## src/verilog/alert_pkg.sv

```systemverilog
/*
 * Shared constants for the alert masking and extended-resolution block:
 * register offsets, bit positions, reset values and the freeze states.
 * Assumes an 8-bit register address space served by a serial slave engine.
 */
package alert_pkg;

	// register offsets in the 8-bit register space
	localparam logic [7:0] ADDR_MASK_FIRST = 8'h74;
	localparam logic [7:0] ADDR_MASK_SECOND = 8'h75;
	localparam logic [7:0] ADDR_LOW_BITS = 8'h76;
	// high-byte results, one per voltage channel; base must be 4-aligned
	localparam logic [7:0] ADDR_HIGH_BASE = 8'h20;

	// reset values
	localparam logic [7:0] MASK_RESET = 8'h00;
	localparam logic [7:0] LOW_BITS_RESET = 8'h00;
	localparam logic [7:0] HIGH_RESET = 8'h00;

	// first mask register fields
	localparam int M1_VOLT25_BIT = 0;
	localparam int M1_CORE_BIT = 1;
	localparam int M1_SUPPLY_BIT = 2;
	localparam int M1_VOLT5_BIT = 3;
	localparam int M1_SUMMARY_BIT = 7;

	// second mask register fields
	localparam int M2_V12_BIT = 0;
	localparam int M2_SUMMARY_BIT = 1;
	localparam int M2_FAN_ONE_BIT = 2;
	localparam int M2_FAN_FOUR_BIT = 5;

	// conversion results
	localparam int VOLT_CH = 4;
	localparam int LSB_W = 2;
	localparam int RESULT_W = 10;

	// freeze state of the extended-resolution readback
	typedef enum logic [1:0] {
		FRZ_LIVE = 2'b01,
		FRZ_HELD = 2'b10
	} freeze_type;

endpackage

```

## src/verilog/alert_if.sv

```systemverilog
/*
 * Carrier between the register side and the alert gate: mask values,
 * event levels, pin configuration and the registered open-drain drive.
 * Assumes both ends run on the same system clock.
 */
interface alert_if;
	logic [7:0] mask_first; // first mask register
	logic [7:0] mask_second; // second mask register
	logic [6:0] stat_one; // per-channel events of the first status group
	logic [6:0] stat_two; // per-channel events of the second status group
	logic summary_fourth; // summary of the fourth status group
	logic summary_out_of_range; // summary of the second status group
	logic v12_mode; // shared pin measures 12 V
	logic alert_en; // shared pin acts as alert output
	logic pin_out; // open-drain level when driven
	logic pin_oe_n; // low while the pin is pulled

	modport regs (
		output mask_first, mask_second, stat_one, stat_two, summary_fourth,
		output v12_mode, alert_en,
		input summary_out_of_range, pin_out, pin_oe_n
	);
	modport gate (
		input mask_first, mask_second, stat_one, stat_two, summary_fourth,
		input v12_mode, alert_en,
		output summary_out_of_range, pin_out, pin_oe_n
	);
endinterface

```

## src/verilog/alert_gate.sv

```systemverilog
/*
 * Alert gate: combines event levels with the two mask registers and
 * drives the open-drain alert pin from flip-flops.
 * Assumes event levels come from logic on the same clock.
 */
module alert_gate (
	input wire logic clk_sys, // system clock
	input wire logic nrst, // async reset, active low
	alert_if.gate a // masks, events and pin drive
);
	import alert_pkg::*;

	logic v12_mask_eff;
	logic [6:0] mask_two_eff;
	logic hit_one;
	logic hit_two;
	logic hit_sum_one;
	logic hit_sum_two;
	logic alert_req;

	// summary bit of the first group sets on any second-group event
	assign a.summary_out_of_range = (|a.stat_two) | a.summary_fourth;
	// 12 V mask only counts while the pin measures 12 V
	assign v12_mask_eff = a.mask_second[M2_V12_BIT] & a.v12_mode;
	assign mask_two_eff = {a.mask_second[7:M2_FAN_ONE_BIT], v12_mask_eff};
	// per-channel paths
	assign hit_one = |(a.stat_one & ~a.mask_first[6:0]);
	assign hit_two = |(a.stat_two & ~mask_two_eff);
	// summary paths ignore the per-channel masks, so both must be set
	assign hit_sum_one = a.summary_out_of_range & ~a.mask_first[M1_SUMMARY_BIT];
	assign hit_sum_two = a.summary_fourth & ~a.mask_second[M2_SUMMARY_BIT];
	assign alert_req = hit_one | hit_two | hit_sum_one | hit_sum_two;

	// pin released whenever the shared pin is not the alert output
	always_ff @(posedge clk_sys or negedge nrst) begin
		if (!nrst) begin
			a.pin_oe_n <= 1'b1;
			a.pin_out <= 1'b1;
		end else begin
			a.pin_oe_n <= ~(a.alert_en & alert_req);
			a.pin_out <= ~(a.alert_en & alert_req);
		end
	end

	logic quiet_two;
	assign quiet_two = (a.stat_two == 7'h00) && !a.summary_fourth;
endmodule

```

## src/verilog/alert_mask_and_ext_resolution.sv

```systemverilog
/*
 * Alert masking and extended-resolution readback.
 * Holds the two alert mask registers, the low-bits register of four
 * voltage readings with their high bytes, and the freeze on readback.
 * Assumes a serial slave engine that turns bus transfers into one-cycle
 * read and write strobes with an 8-bit address, and event levels and
 * conversion results from logic on the same clock.
 */

// Contract
// mask bit 0 of the first register keeps 2.5 V or timer events off the alert pin.
// mask bits 1 to 3 of the first register keep core, supply and 5 V events off the pin.
// mask bit 4 of the first register keeps remote one temperature events off the pin.
// mask bit 5 of the first register keeps local temperature events off the pin.
// mask bit 6 of the first register keeps remote two temperature events off the pin.
// mask bit 7 of the first register blocks the summary bit, apart from the second register.
// mask bit 0 of the second register masks 12 V events only while the pin measures 12 V.
// mask bit 1 of the second register blocks the second summary, apart from any third mask.
// mask bits 2 to 4 of the second register keep fan one to three faults off the pin.
// mask bit 5 of the second register masks fan four or the timer limit, by pin use.
// mask bits 6 and 7 of the second register keep diode one and two faults off the pin.
// both mask registers come out of reset cleared.
// the low-bits register is read-only and holds the two low bits of four readings.
// reading the low-bits register freezes it and the high bytes until those are read.
// the low-bits register reads zero after reset until a result arrives.
// the alert pin is driven only while the alert enable is set.
// masking touches only the pin; the status view still shows every event.
module alert_mask_and_ext_resolution #(
	parameter int NUM_CH = 4 // voltage channels sharing the low-bits register
) (
	input wire logic clk_sys, // system clock, 100 MHz
	input wire logic nrst, // async reset, active low
	input wire logic [7:0] reg_addr, // register address
	input wire logic reg_wr, // write strobe, one cycle
	input wire logic reg_rd, // read strobe, one cycle
	input wire logic [7:0] reg_wdata, // write data
	output logic [7:0] reg_rdata, // read data, valid after a read
	input wire logic [3:0] volt_limit, // 2.5 V/timer, core, supply, 5 V events
	input wire logic [2:0] temp_limit, // remote one, local, remote two events
	input wire logic v12_limit, // 12 V event
	input wire logic [2:0] fan_fault, // fans one to three fault
	input wire logic fan_four_fault, // fan four tach fault
	input wire logic thermal_timer_limit, // thermal timer limit exceeded
	input wire logic diode_one_fault, // remote one diode open or short
	input wire logic diode_two_fault, // remote two diode open or short
	input wire logic summary_fourth, // summary of the fourth status group
	input wire logic alert_enable, // shared pin is the alert output
	input wire logic v12_mode, // shared pin measures 12 V
	input wire logic pin_is_timer, // shared pin is the thermal input
	input wire logic conv_valid, // conversion result strobe
	input wire logic [1:0] conv_ch, // conversion channel
	input wire logic [alert_pkg::RESULT_W-1:0] conv_data, // conversion result
	input wire logic alert_pin_in, // level seen on the alert pin
	output logic alert_pin_out, // alert pin drive level
	output logic alert_pin_oe_n, // alert pin enable, low while pulling
	output logic alert_line_low, // synchronised alert wire is low
	output logic readback_frozen, // results frozen by a low-bits read
	output logic [7:0] status_one, // unmasked first status view
	output logic [7:0] status_two // unmasked second status view
);
	import alert_pkg::*;

	// the low-bits register holds exactly one pair per channel
	if (NUM_CH * LSB_W != 8) begin : bad_ch
		$error("NUM_CH must fill the 8-bit low-bits register");
	end

	alert_if a ();

	alert_gate u_gate (
		.clk_sys(clk_sys),
		.nrst(nrst),
		.a(a)
	);

	// ------------------------------------------------------------
	// alert pin level, brought in from outside the clock domain
	// ------------------------------------------------------------
	logic line_meta_q;
	logic line_sync_q;
	logic line_low_q;

	// first stage feeds only the second stage
	always_ff @(posedge clk_sys or negedge nrst) begin
		if (!nrst) begin
			line_meta_q <= 1'b1;
			line_sync_q <= 1'b1;
			line_low_q <= 1'b0;
		end else begin
			line_meta_q <= alert_pin_in;
			line_sync_q <= line_meta_q;
			line_low_q <= ~line_sync_q;
		end
	end

	assign alert_line_low = line_low_q;
	assign alert_pin_out = a.pin_out;
	assign alert_pin_oe_n = a.pin_oe_n;

	// ------------------------------------------------------------
	// register decode
	// ------------------------------------------------------------
	wire hit_mask_first = reg_addr == ADDR_MASK_FIRST;
	wire hit_mask_second = reg_addr == ADDR_MASK_SECOND;
	wire hit_low = reg_addr == ADDR_LOW_BITS;
	wire hit_high = reg_addr[7:2] == ADDR_HIGH_BASE[7:2];
	wire wr_mask_first = reg_wr & hit_mask_first;
	wire wr_mask_second = reg_wr & hit_mask_second;
	wire rd_low = reg_rd & hit_low;

	// ------------------------------------------------------------
	// alert mask registers
	// ------------------------------------------------------------
	logic [7:0] mask_first_q;
	logic [7:0] mask_second_q;

	// writes to the low-bits offset fall through: that register is read-only
	always_ff @(posedge clk_sys or negedge nrst) begin
		if (!nrst) begin
			mask_first_q <= MASK_RESET;
			mask_second_q <= MASK_RESET;
		end else begin
			if (wr_mask_first) begin
				mask_first_q <= reg_wdata;
			end
			if (wr_mask_second) begin
				mask_second_q <= reg_wdata;
			end
		end
	end

	// ------------------------------------------------------------
	// event levels toward the gate
	// ------------------------------------------------------------
	logic fan_four_or_timer;

	// one mask bit, two meanings, picked by the shared pin's use
	assign fan_four_or_timer = pin_is_timer ? thermal_timer_limit : fan_four_fault;

	assign a.mask_first = mask_first_q;
	assign a.mask_second = mask_second_q;
	assign a.stat_one = {temp_limit, volt_limit};
	assign a.stat_two = {diode_two_fault, diode_one_fault, fan_four_or_timer,
		fan_fault, v12_limit};
	assign a.summary_fourth = summary_fourth;
	assign a.v12_mode = v12_mode;
	assign a.alert_en = alert_enable;

	// ------------------------------------------------------------
	// unmasked status view
	// ------------------------------------------------------------
	logic [7:0] status_one_q;
	logic [7:0] status_two_q;

	// masks are not applied here, so software still sees masked events
	always_ff @(posedge clk_sys or negedge nrst) begin
		if (!nrst) begin
			status_one_q <= 8'h00;
			status_two_q <= 8'h00;
		end else begin
			status_one_q <= {a.summary_out_of_range, a.stat_one};
			status_two_q <= {a.stat_two[6:1], summary_fourth, a.stat_two[0]};
		end
	end

	assign status_one = status_one_q;
	assign status_two = status_two_q;

	// ------------------------------------------------------------
	// conversion results and the freeze on readback
	// ------------------------------------------------------------
	freeze_type frz_q;
	logic [NUM_CH-1:0] pending_q;
	logic [NUM_CH-1:0] hi_rd;
	logic [7:0] hi_q [NUM_CH];
	logic [LSB_W-1:0] lo_q [NUM_CH];
	logic [7:0] low_bits;
	logic upd_ok;

	// an update in the same cycle as the freezing read is dropped too,
	// so the frozen pair always matches what the host just saw
	assign upd_ok = (frz_q == FRZ_LIVE) && !rd_low;

	for (genvar g = 0; g < NUM_CH; g++) begin : g_ch
		assign hi_rd[g] = reg_rd && hit_high && (reg_addr[1:0] == 2'(g));
		assign low_bits[LSB_W*g +: LSB_W] = lo_q[g];

		// result storage, written only while live
		always_ff @(posedge clk_sys or negedge nrst) begin
			if (!nrst) begin
				hi_q[g] <= HIGH_RESET;
				lo_q[g] <= LOW_BITS_RESET[LSB_W*g +: LSB_W];
			end else if (conv_valid && conv_ch == 2'(g) && upd_ok) begin
				hi_q[g] <= conv_data[RESULT_W-1:LSB_W];
				lo_q[g] <= conv_data[LSB_W-1:0];
			end
		end

		// a fresh low-bits read wins over a high-byte read that cycle
		always_ff @(posedge clk_sys or negedge nrst) begin
			if (!nrst) begin
				pending_q[g] <= 1'b0;
			end else if (rd_low) begin
				pending_q[g] <= 1'b1;
			end else if (hi_rd[g]) begin
				pending_q[g] <= 1'b0;
			end
		end
	end

	// held until every high byte has been read once
	wire all_hi_done = (pending_q & ~hi_rd) == '0;

	always_ff @(posedge clk_sys or negedge nrst) begin
		if (!nrst) begin
			frz_q <= FRZ_LIVE;
		end else begin
			unique case (frz_q)
				FRZ_LIVE: begin
					if (rd_low) begin
						frz_q <= FRZ_HELD;
					end
				end
				FRZ_HELD: begin
					if (!rd_low && all_hi_done) begin
						frz_q <= FRZ_LIVE;
					end
				end
			endcase
		end
	end

	assign readback_frozen = frz_q[1];

	// ------------------------------------------------------------
	// read data
	// ------------------------------------------------------------
	wire [7:0] rd_value = hit_mask_first ? mask_first_q :
		hit_mask_second ? mask_second_q :
		hit_low ? low_bits :
		hit_high ? hi_q[reg_addr[1:0]] : 8'h00;

	// unmapped offsets answer zero; data stands until the next read
	always_ff @(posedge clk_sys or negedge nrst) begin
		if (!nrst) begin
			reg_rdata <= 8'h00;
		end else if (reg_rd) begin
			reg_rdata <= rd_value;
		end
	end

	logic first_q;

	always_ff @(posedge clk_sys or negedge nrst) begin
		if (!nrst) begin
			first_q <= 1'b1;
		end else begin
			first_q <= 1'b0;
		end
	end
endmodule

```

## config.mk

```make
export PLATFORM = sky130hd
export DESIGN_NAME = alert_mask_and_ext_resolution
export DESIGN_NICKNAME = d
export VERILOG_FILES = /design/src/verilog/alert_pkg.sv /design/src/verilog/alert_if.sv /design/src/verilog/alert_gate.sv /design/src/verilog/alert_mask_and_ext_resolution.sv
export SDC_FILE = /design/constraint.sdc
export NUM_CORES = 1
export LEC_CHECK = 0
export CORE_MARGIN = 1
export CORE_UTILIZATION = 48
export DETAILED_ROUTE_END_ITERATION = 16
export DONT_BUFFER_PORTS = 1
export PLACE_DENSITY = 0.69
export SYNTH_ARGS = -nofsm -noshare
export SYNTH_HDL_FRONTEND = slang
export SYNTH_SLANG_ARGS = --single-unit
```

## constraint.sdc

```tcl
create_clock -name clk_sys -period 2.1 [get_ports clk_sys]
set_input_delay 0 -clock clk_sys [delete_from_list [all_inputs] [get_ports clk_sys]]
set_output_delay 0 -clock clk_sys [all_outputs]
set_load 0.01 [all_outputs]
```

==> impl_metrics.toml, run 1 <==
[status]
status = "complete, no violations"

[sta]
finalSetupViolCount = 0
hold_viol = 0
skew_ns = 0.0107
tightest_slew_ns = 0.630
period_minus_slack_ns = 1.97
relSlewSlack = 0.578
grt_setup_unrepaired = "no"
fin_setup_tns_ns = 0
fin_crit_sh = 0.939
max_freq_mhz = 507
slew_viol_final = 0

[setup_path]
r2r-end = "hi_q[27]"
worstSetupPathType = "register to register"
cp-end-kind = "register"
cp.required_ns = 2.34
worstPathMaxFanout = 10
slowest_stage = "dfstp_2"
worstPathArrival_ns = 2.21
ff2ff_path_depth = 5
reg2reg_from = "frz_q[0]"
critPathLaunchType = "register"
crit_chain = "nor2b_1 > o41a_1 > nor4bb_4 > buf_12 > mux2_4"
critical_path.max_stage_delay_ns = 0.53
r2r_setup_slack_ns = 0.13

[job]
maxCapViolCount = 0

[layout]
final_common_cell = "dfrtp_1"
final_design_area_no_fill_sq_um = 4760
mostFrequentLayoutCells = "dfrtp_1, dlygate4sd3_1, mux2_2"
final_util = 0.609
nets = 379
n_antenna_cell = 0
area_delta_synth_final_pct = 21.1
drive_gt1_frac = 0.290

[min_path]
hold_path_end = "reg_rdata[1]"
hold_class = "input pin to register"
min-delay-start = "reg_addr[1]"
hold_path_depth = 3

[placed_design]
portBuffers = 0
placed_area_sq_um = 4070
place_congestion = 0.749
place_hpwl_microns = 5510

[synth]
ys_seq_area_frac = 0.575
postSynthAreaPerCell_sq_um = 14.2
ys_warn_count = 0
ys_ff_latch = 90
synth-main-ff-cell = "dfrtp_1"
synth.distinct_cells = 44
netlist_area_sq_um = 3930
async_reset_ff_frac = 1.00
syn_nets = 330
netlist_instances = 277
synth_edf_count = 0

[floorplanning]
num_rows = 32
core-area_sq_um = 7810
start_util = 0.503
die-area_sq_um = 8550
die_x_microns = 92.5
pin_count = 81
die_h_microns = 92.5

[power]
ir_drop_mv = 0.397
cellLeakagePower_nw = 2.09
power_mw = 4.00
cellPowerDensity_nw_per_um2 = 840

[routing]
wl_per_cell_microns = 19.3
drc = 0
vias = 2483
ant_nets = 0
drt-pass1-iter-count = 4
wl_microns = 8360
viasPerCell = 5.73
drt-initial-drc-count = 173

[clock_tree]
ctsResizeCount = 0
clock_sinks = 90
ctsLongestPathBuffers = 2
cts_tree = "built"
cts_setup_buffers = 0
numCtsBuffers = 9
htree_levels = 3
root_buffer = "clkbuf_8"
clkLatencyLatePin_ns = 0.36
clk_pin_slew_worst_paths_ns = 0.09

[global_route]
grt_pass1_vias = 2668
grt_max_degree = 91
grt_use_total = 0.210
antenna_found_initial = 0
grt-ovfl-total = 0
grt_pass1_wl_microns = 13700
==> state kept, by name, summed over array words and instances (netlist names) <==
name	count
hi_q	32
alert_line_low	1
line_sync_q	1
reg_rdata	8
a.mask_second	8
a.mask_first	8
frz_q	2
status_one	8
lo_q	8
pending_q	4
u_gate.a.pin_oe_n	1
status_two	8
line_meta_q	1
==> kinds of logic after synthesis <==
kind of cell	after synthesis	synth area share
flops	90	0.575
mux	74	0.251
simple gates	47	0.0640
compound gates	37	0.0771
buf+inv	29	0.0334
==> area by class of cell <==
class,count,area [sq um]
multi-input combinational,158,1560
timing repair buffer,53,556
inverter,14,52.6
tap,102,128
sequential,90,2260
fill,604,3050
clock inverter,7,86.3
clock buffer,9,124
==> Yosys cell counts (2+ instances only) <==
master / n / area share
buf_2: 3 / 0.0038
o2111ai_1: 2 / 0.0045
inv_1: 13 / 0.012
a222oi_1: 2 / 0.0051
mux2_2: 36 / 0.10
nor2_1: 20 / 0.019
nand2_1: 5 / 0.0048
mux2i_1: 10 / 0.025
mux2_4: 20 / 0.076
nand2b_1: 2 / 0.0032
buf_1: 2 / 0.0019
nor4bb_1: 2 / 0.0051
nand3_1: 3 / 0.0038
dfrtp_1: 86 / 0.55
nor3_1: 2 / 0.0025
o21ai_0: 3 / 0.0038
buf_6: 2 / 0.0057
o41ai_1: 2 / 0.0045
o2bb2ai_1: 9 / 0.020
a221oi_1: 8 / 0.018
mux4_2: 8 / 0.046
nor2b_1: 4 / 0.0064
clkbuf_1: 7 / 0.0067
a31oi_1: 2 / 0.0032
dfstp_2: 4 / 0.027
nand4b_1: 2 / 0.0045
==> critical path, delay by kind of cell (launching register included) <==
family / cells / cell delay [ns]
and+or+nand+nor: 2 / 0.53
buffers and inverters: 1 / 0.19
muxes: 1 / 0.30
AOI/OAI and AO/OA: 1 / 0.30
DFF: 1 / 0.53
==> worst max-delay path by stage <==
stage                     endpoint  slack [ns]     start  depth (start not counted)
after floorplan           hi_q[24]        0.27  frz_q[0]                          5
after global placement    hi_q[30]        0.21  frz_q[0]                          5
after detailed placement  hi_q[31]        0.15  frz_q[0]                          5
after CTS                 hi_q[27]        0.13  frz_q[0]                          5
after global routing      hi_q[27]        0.02  frz_q[0]                          5
final                     hi_q[27]        0.13  frz_q[0]                          5
==> routing by layer <==
layer	global-route usage	share of wire	vias to the layer above
met5	0	0	-
met4	0.0755	0.0086	0
met3	0.0394	0.060	10
met2	0.336	0.49	83
met1	0.285	0.45	1267
li1	-	-	1123
==> repair_timing <==
item                       CTS  global route
setup endpoints to repair    0             0
hold buffers                46             0
hold endpoints to repair   178             0
==> report_power, final <==
group          switching, mW  internal (mW)
Combinational          0.194          0.405
Sequential             0.162           2.00
Clock                  0.659          0.575
Total                   1.01           2.98
==> stage by stage <==
step,hold WS [ns],setup WS (ns),std cells
2_1_floorplan,-0.296,0.272,277
3_3_place_gp,-0.293,0.211,371
3_5_place_dp,-0.294,0.152,371
4_1_cts,0.0184,0.127,433
5_1_grt,0.0299,0.0222,433
6_report,0.0183,0.128,433
Note: power is estimated with default switching activity, not from simulation.
==> run 2, diff against run 1 <==
SYNTH_HIERARCHICAL = 1   (was not set)
==> run 2 against run 1 <==
Final cell count grew 2.3%; sequential share of layout area shrank 0.20 points; clock-buffer cell count grew 5; sequential power grew 2%; critical path depth grew 2; clock power shrank 15%; critical endpoint is now a.mask_second[0].
==> impl_metrics.toml, run 2 <==
[status]
status = "complete, no violations"

[floorplanning]
die_h_microns = 92.4
core-area_sq_um = 7810
die_x_microns = 92.4
die-area_sq_um = 8540
num_rows = 32
pin_count = 81
start_util = 0.503

[setup_path]
cp.required_ns = 2.33
worstPathArrival_ns = 2.25
worstSetupPathType = "input pin to register"
worstPathMaxFanout = 10
critPathLaunchType = "input pin"
cp-end-kind = "register"

[global_route]
grt_use_total = 0.218
grt-ovfl-total = 0
antenna_found_initial = 0
grt_max_degree = 91
grt_pass1_vias = 2783
grt_pass1_wl_microns = 14000

[clock_tree]
ctsLongestPathBuffers = 2
clkLatencyLatePin_ns = 0.35
clk_pin_slew_worst_paths_ns = 0.08
root_buffer = "clkbuf_8"
numCtsBuffers = 9
cts_tree = "built"
clock_sinks = 90
htree_levels = 3

[layout]
area_delta_synth_final_pct = 21.7
n_antenna_cell = 0
drive_gt1_frac = 0.238
regMostFlops = "hi_q"
mostFrequentLayoutCells = "dfrtp_1, dlygate4sd3_1, mux2_2"
final_design_area_no_fill_sq_um = 4780
num-fill-cells = 636
largest_reg_flops = 32
final_common_cell = "dfrtp_1"
multi_input_area_sq_um = 1570
seq_area_sq_um = 2260
nets = 389

[routing]
wl_microns = 8810
vias = 2533
ant_nets = 0
wl_per_cell_microns = 19.9
drt-initial-drc-count = 134
viasPerCell = 5.72
drt-pass1-iter-count = 4
drc = 0

[synth]
ys_seq_area_frac = 0.575
synth_top_cell_by_area = "dfrtp_1"
netlist_instances = 275
syn_nets = 328
postSynthAreaPerCell_sq_um = 14.3
synth_top_area_frac = 0.548
synth_top_family_by_area = "multiplexers"
synth_edf_count = 0
synth.distinct_cells = 48
synthXorXnorAreaFrac = 0
synth_common_cells = "dfrtp_1, mux2_2, mux2_1"
synthAdderAreaFrac = 0
synth_area_leaders = "dfrtp_1, mux2_2, mux2_1"
ys_ff_latch = 90
async_reset_ff_frac = 1.00
synthSimpleGateAreaFrac = 0.0931
synth_mux_area_frac = 0.230
ys_warn_count = 6
netlist_area_sq_um = 3930
synth-main-ff-cell = "dfrtp_1"
synth_compound_area_frac = 0.0765
synth_most_common_cell = "dfrtp_1"

[power]
cellLeakagePower_nw = 2.09
comb_power_share = 0.149
clkPwrFrac = 0.273
switching_power_mw = 0.940
p_seq_frac = 0.578
cellPowerDensity_nw_per_um2 = 797
ir_drop_mv = 0.386
switching_share = 0.247
p_int_mw = 2.87

[sta]
tightest_slew_ns = 0.710
slew_viol_final = 0
fin_crit_sh = 0.958
holdWs_ns = 0.0222
fin_setup_tns_ns = 0
period_minus_slack_ns = 2.01
hold_viol = 0
relSlewSlack = 0.525
skew_ns = 0.0132
finalSetupViolCount = 0
grt_setup_unrepaired = "no"
max_freq_mhz = 497

[placed_design]
portBuffers = 0
place_hpwl_microns = 5280
placed_area_sq_um = 4020
place_congestion = 0.810

[min_path]
hold_class = "input pin to register"

[job]
maxCapViolCount = 0
## run 2: power groups by stage
stage                     registers (mW)  clock network (mW)  logic (mW)
after floorplan                     2.18                   0       0.398
after global placement              2.23                   0       0.401
after detailed placement            2.24                   0       0.421
after CTS                           2.20                1.07       0.524
after global routing                2.24                1.16       0.622
final                               2.20                1.04       0.567
## run 2: kinds of logic (layout without fill, tap and decap cells)
logic type	Yosys count	in the layout
DFF	90	90
AOI/OAI and AO/OA	39	39
muxes	73	73
buffers and inverters	21	87
and+or+nand+nor	52	52
## run 2: final cells by class
class | instances | area share
Clock inverter | 2 | 0.00262
Tap cell | 102 | 0.0267
Timing Repair Buffer | 62 | 0.130
Multi-Input combinational cell | 164 | 0.329
Inverter | 9 | 0.00707
Sequential cell | 90 | 0.472
Clock buffer | 14 | 0.0319
## run 2: worst paths after layout
| check | from | end | slack, ns | depth (start not counted) |
|---|---|---|---|---|
| setup / recovery | reg_addr[7] | a.mask_second[0] | 0.09 | 7 |
| hold / removal | reg_addr[1] | reg_rdata[7] | 0.02 | 3 |
| setup reg to reg | a.mask_first[2] | u_gate/a.pin_out | 0.15 | 5 |
| hold reg to reg | line_meta_q | line_sync_q | 0.36 | 0 |
| max in group asynchronous | nrst | frz_q[0] | 1.49 | 2 |
| min in group asynchronous | nrst | a.mask_first[2] | 0.21 | 2 |
## run 2: worst max-delay path, stage by stage
cell	delay, ns
dlygate4sd3_1	0.61
nor3b_4	0.26
and2_1	0.18
buf_4	0.20
nand4_4	0.14
mux2_2	0.30
dlygate4sd3_1	0.56
## run 2: stage by stage
stage | cells | setup WS, ns | total power [mW] | util
6_report | 443 | 0.0875 | 3.81 | 0.612
2_1_floorplan | 275 | 0.590 | 2.58 | -
3_3_place_gp | 370 | 0.420 | 2.63 | 0.515
3_5_place_dp | 370 | 0.366 | 2.66 | 0.515
4_1_cts | 439 | 0.00224 | 3.80 | 0.604
5_1_grt | 443 | 0.0278 | 4.02 | 0.612
## run 2: timing repair
action / in CTS / in global routing
setup buffers: 0 / 2
endpoints found under the hold margin: 178 / 90
resized for setup: 0 / 1
endpoints found under the setup margin: 0 / 2
hold buffers: 53 / 2
## run 2: routing by layer
metal	wire length (microns)	global-route usage	vias up
met5	0	0	-
met4	114	0.0768	0
li1	-	-	1143
met3	513	0.0501	12
met1	3750	0.275	1281
met2	4440	0.369	97
==> run 3, diff against run 2 <==
CORE_UTILIZATION = 25   (was 48)
PLACE_DENSITY = 0.44   (was 0.69)
==> run 3 against run 2 <==
The run now ends with hold timing left; worst setup slack better by 0.16 ns; register-to-register slack better by 0.12 ns; routed wire length grew 7.9%; core utilization is 29 points lower; global-route usage down 9.3 points; final area increased by 4.0%; critical path type unchanged.
==> impl_metrics.toml, run 3 (synthesis gave the netlist of run 2 again) <==
[setup_path]
worstSetupPathType = "input pin to register"
cp.required_ns = 2.37
crit_start = "thermal_timer_limit"
crit_end = "u_gate/a.pin_out"
r2r_setup_slack_ns = 0.27
worstPathArrival_ns = 2.13
critPathLaunchType = "input pin"
r2r-end = "u_gate/a.pin_out"
ff2ff_path_depth = 5
cp-end-kind = "register"
worstPathMaxFanout = 3
reg2reg_from = "a.mask_second[5]"

[sta]
period_minus_slack_ns = 1.86
grt_setup_unrepaired = "no"
skew_ns = 0.00407
fin_setup_tns_ns = 0
fin_crit_sh = 0.883
slew_viol_final = 0
tightest_slew_ns = 0.739
timing.final.ws_setup_ns = 0.245
relSlewSlack = 0.508
hold_viol = 90
holdWs_ns = -0.639
finalSetupViolCount = 0
max_freq_mhz = 539

[placed_design]
place_hpwl_microns = 6300
placed_area_sq_um = 4160
dp.cells = 479
place_congestion = 0.716
detailedPlace.worstSlack_ns = 0.335
portBuffers = 0

[layout]
n_antenna_cell = 0
largest_reg_flops = 32
regMostFlops = "hi_q"
drive_gt1_frac = 0.246
final_common_cell = "dfrtp_1"
mostFrequentLayoutCells = "dfrtp_1, dlygate4sd3_1, mux2_2"
final_util = 0.326
num-fill-cells = 1499
area_delta_synth_final_pct = 26.6
final_design_area_no_fill_sq_um = 4970
nets = 382
fin_cells = 545

[global_route]
grt-ovfl-total = 0
grt_pass1_wl_microns = 15200
grt_use_total = 0.125
antenna_found_initial = 0
grt_pass1_vias = 2743
grt_max_degree = 91

[power]
ir_drop_mv = 0.382
cellLeakagePower_nw = 2.11
power_mw = 4.33
cellPowerDensity_nw_per_um2 = 873

[floorplanning]
die_h_microns = 127
core-area_sq_um = 15300
start_util = 0.257
num_rows = 45
die-area_sq_um = 16200
die_x_microns = 127
pin_count = 81

[routing]
ant_nets = 0
vias = 2475
drt-initial-drc-count = 90
viasPerCell = 4.54
wl_microns = 9500
drc = 0
drt-pass1-iter-count = 6
wl_per_cell_microns = 17.4

[clock_tree]
cts_setup_buffers = 0
cts_hold_buf = 50
htree_levels = 3
clkLatencyLatePin_ns = 0.33
root_buffer = "clkbuf_16"
clk_pin_slew_worst_paths_ns = 0.06
clock_sinks = 90
numCtsBuffers = 9
cts_tree = "built"
ctsLongestPathBuffers = 2

[job]
maxCapViolCount = 0

[status]
failed_checks = "hold timing"
status = "finished with violations"

[min_path]
hold_class = "input pin to async pin"
## run 3: cell count changes in the layout (fill, tap and decap cells not counted), sizes merged
cell	delta
clkinv	+2
buf	-3
bufinv	+1
dlymetal6s4s	+1
dlygate4sd3	-5
clkbuf	-4
inv	+1
## run 3: how the worst min path moves through the flow
stage	to	from	cells past startpoint
2_1_floorplan	a.mask_first[0]	nrst	0
3_3_place_gp	hi_q[20]	nrst	0
3_5_place_dp	hi_q[12]	nrst	0
4_1_cts	reg_rdata[7]	nrst	0
5_1_grt	hi_q[9]	nrst	0
6_report	reg_rdata[7]	nrst	0
## run 3: what timing repair did
| item | in CTS | in global routing |
|---|---|---|
| gates resized for setup | 0 | 1 |
| endpoints found under the setup margin | 0 | 2 |
| endpoints found under the hold margin | 178 | 90 |
## run 3: report_power, final
| part | switching (mW) | internal, mW |
|---|---|---|
| clock network | 0.658 | 0.956 |
| logic | 0.161 | 0.356 |
| registers | 0.163 | 2.04 |
## run 3: final cells by class
| class | count | area [sq um] | area share |
|---|---|---|---|
| clock buffers | 10 | 239 | 0.0481 |
| clock inverters | 6 | 65.1 | 0.0131 |
| inverters | 9 | 33.8 | 0.00680 |
| multi-input cells | 164 | 1570 | 0.316 |
| flip-flops and latches | 90 | 2260 | 0.454 |
| well taps | 211 | 264 | 0.0531 |
| repair buffers | 55 | 541 | 0.109 |
## run 3: metal layers
metal	vias to the layer above	routed length (microns)	global-route usage
li1	1134	-	-
met1	1262	4450	0.162
met2	73	4530	0.205
met3	6	441	0.0348
met4	0	82	0.0329
met5	-	0	0
## run 3: critical path, stage by stage
cell and delay, ns:
dlygate4sd3_1 0.54, mux2_2 0.29, a2111oi_1 0.47, nand4_1 0.14, o21ai_1 0.13, dlygate4sd3_1 0.55
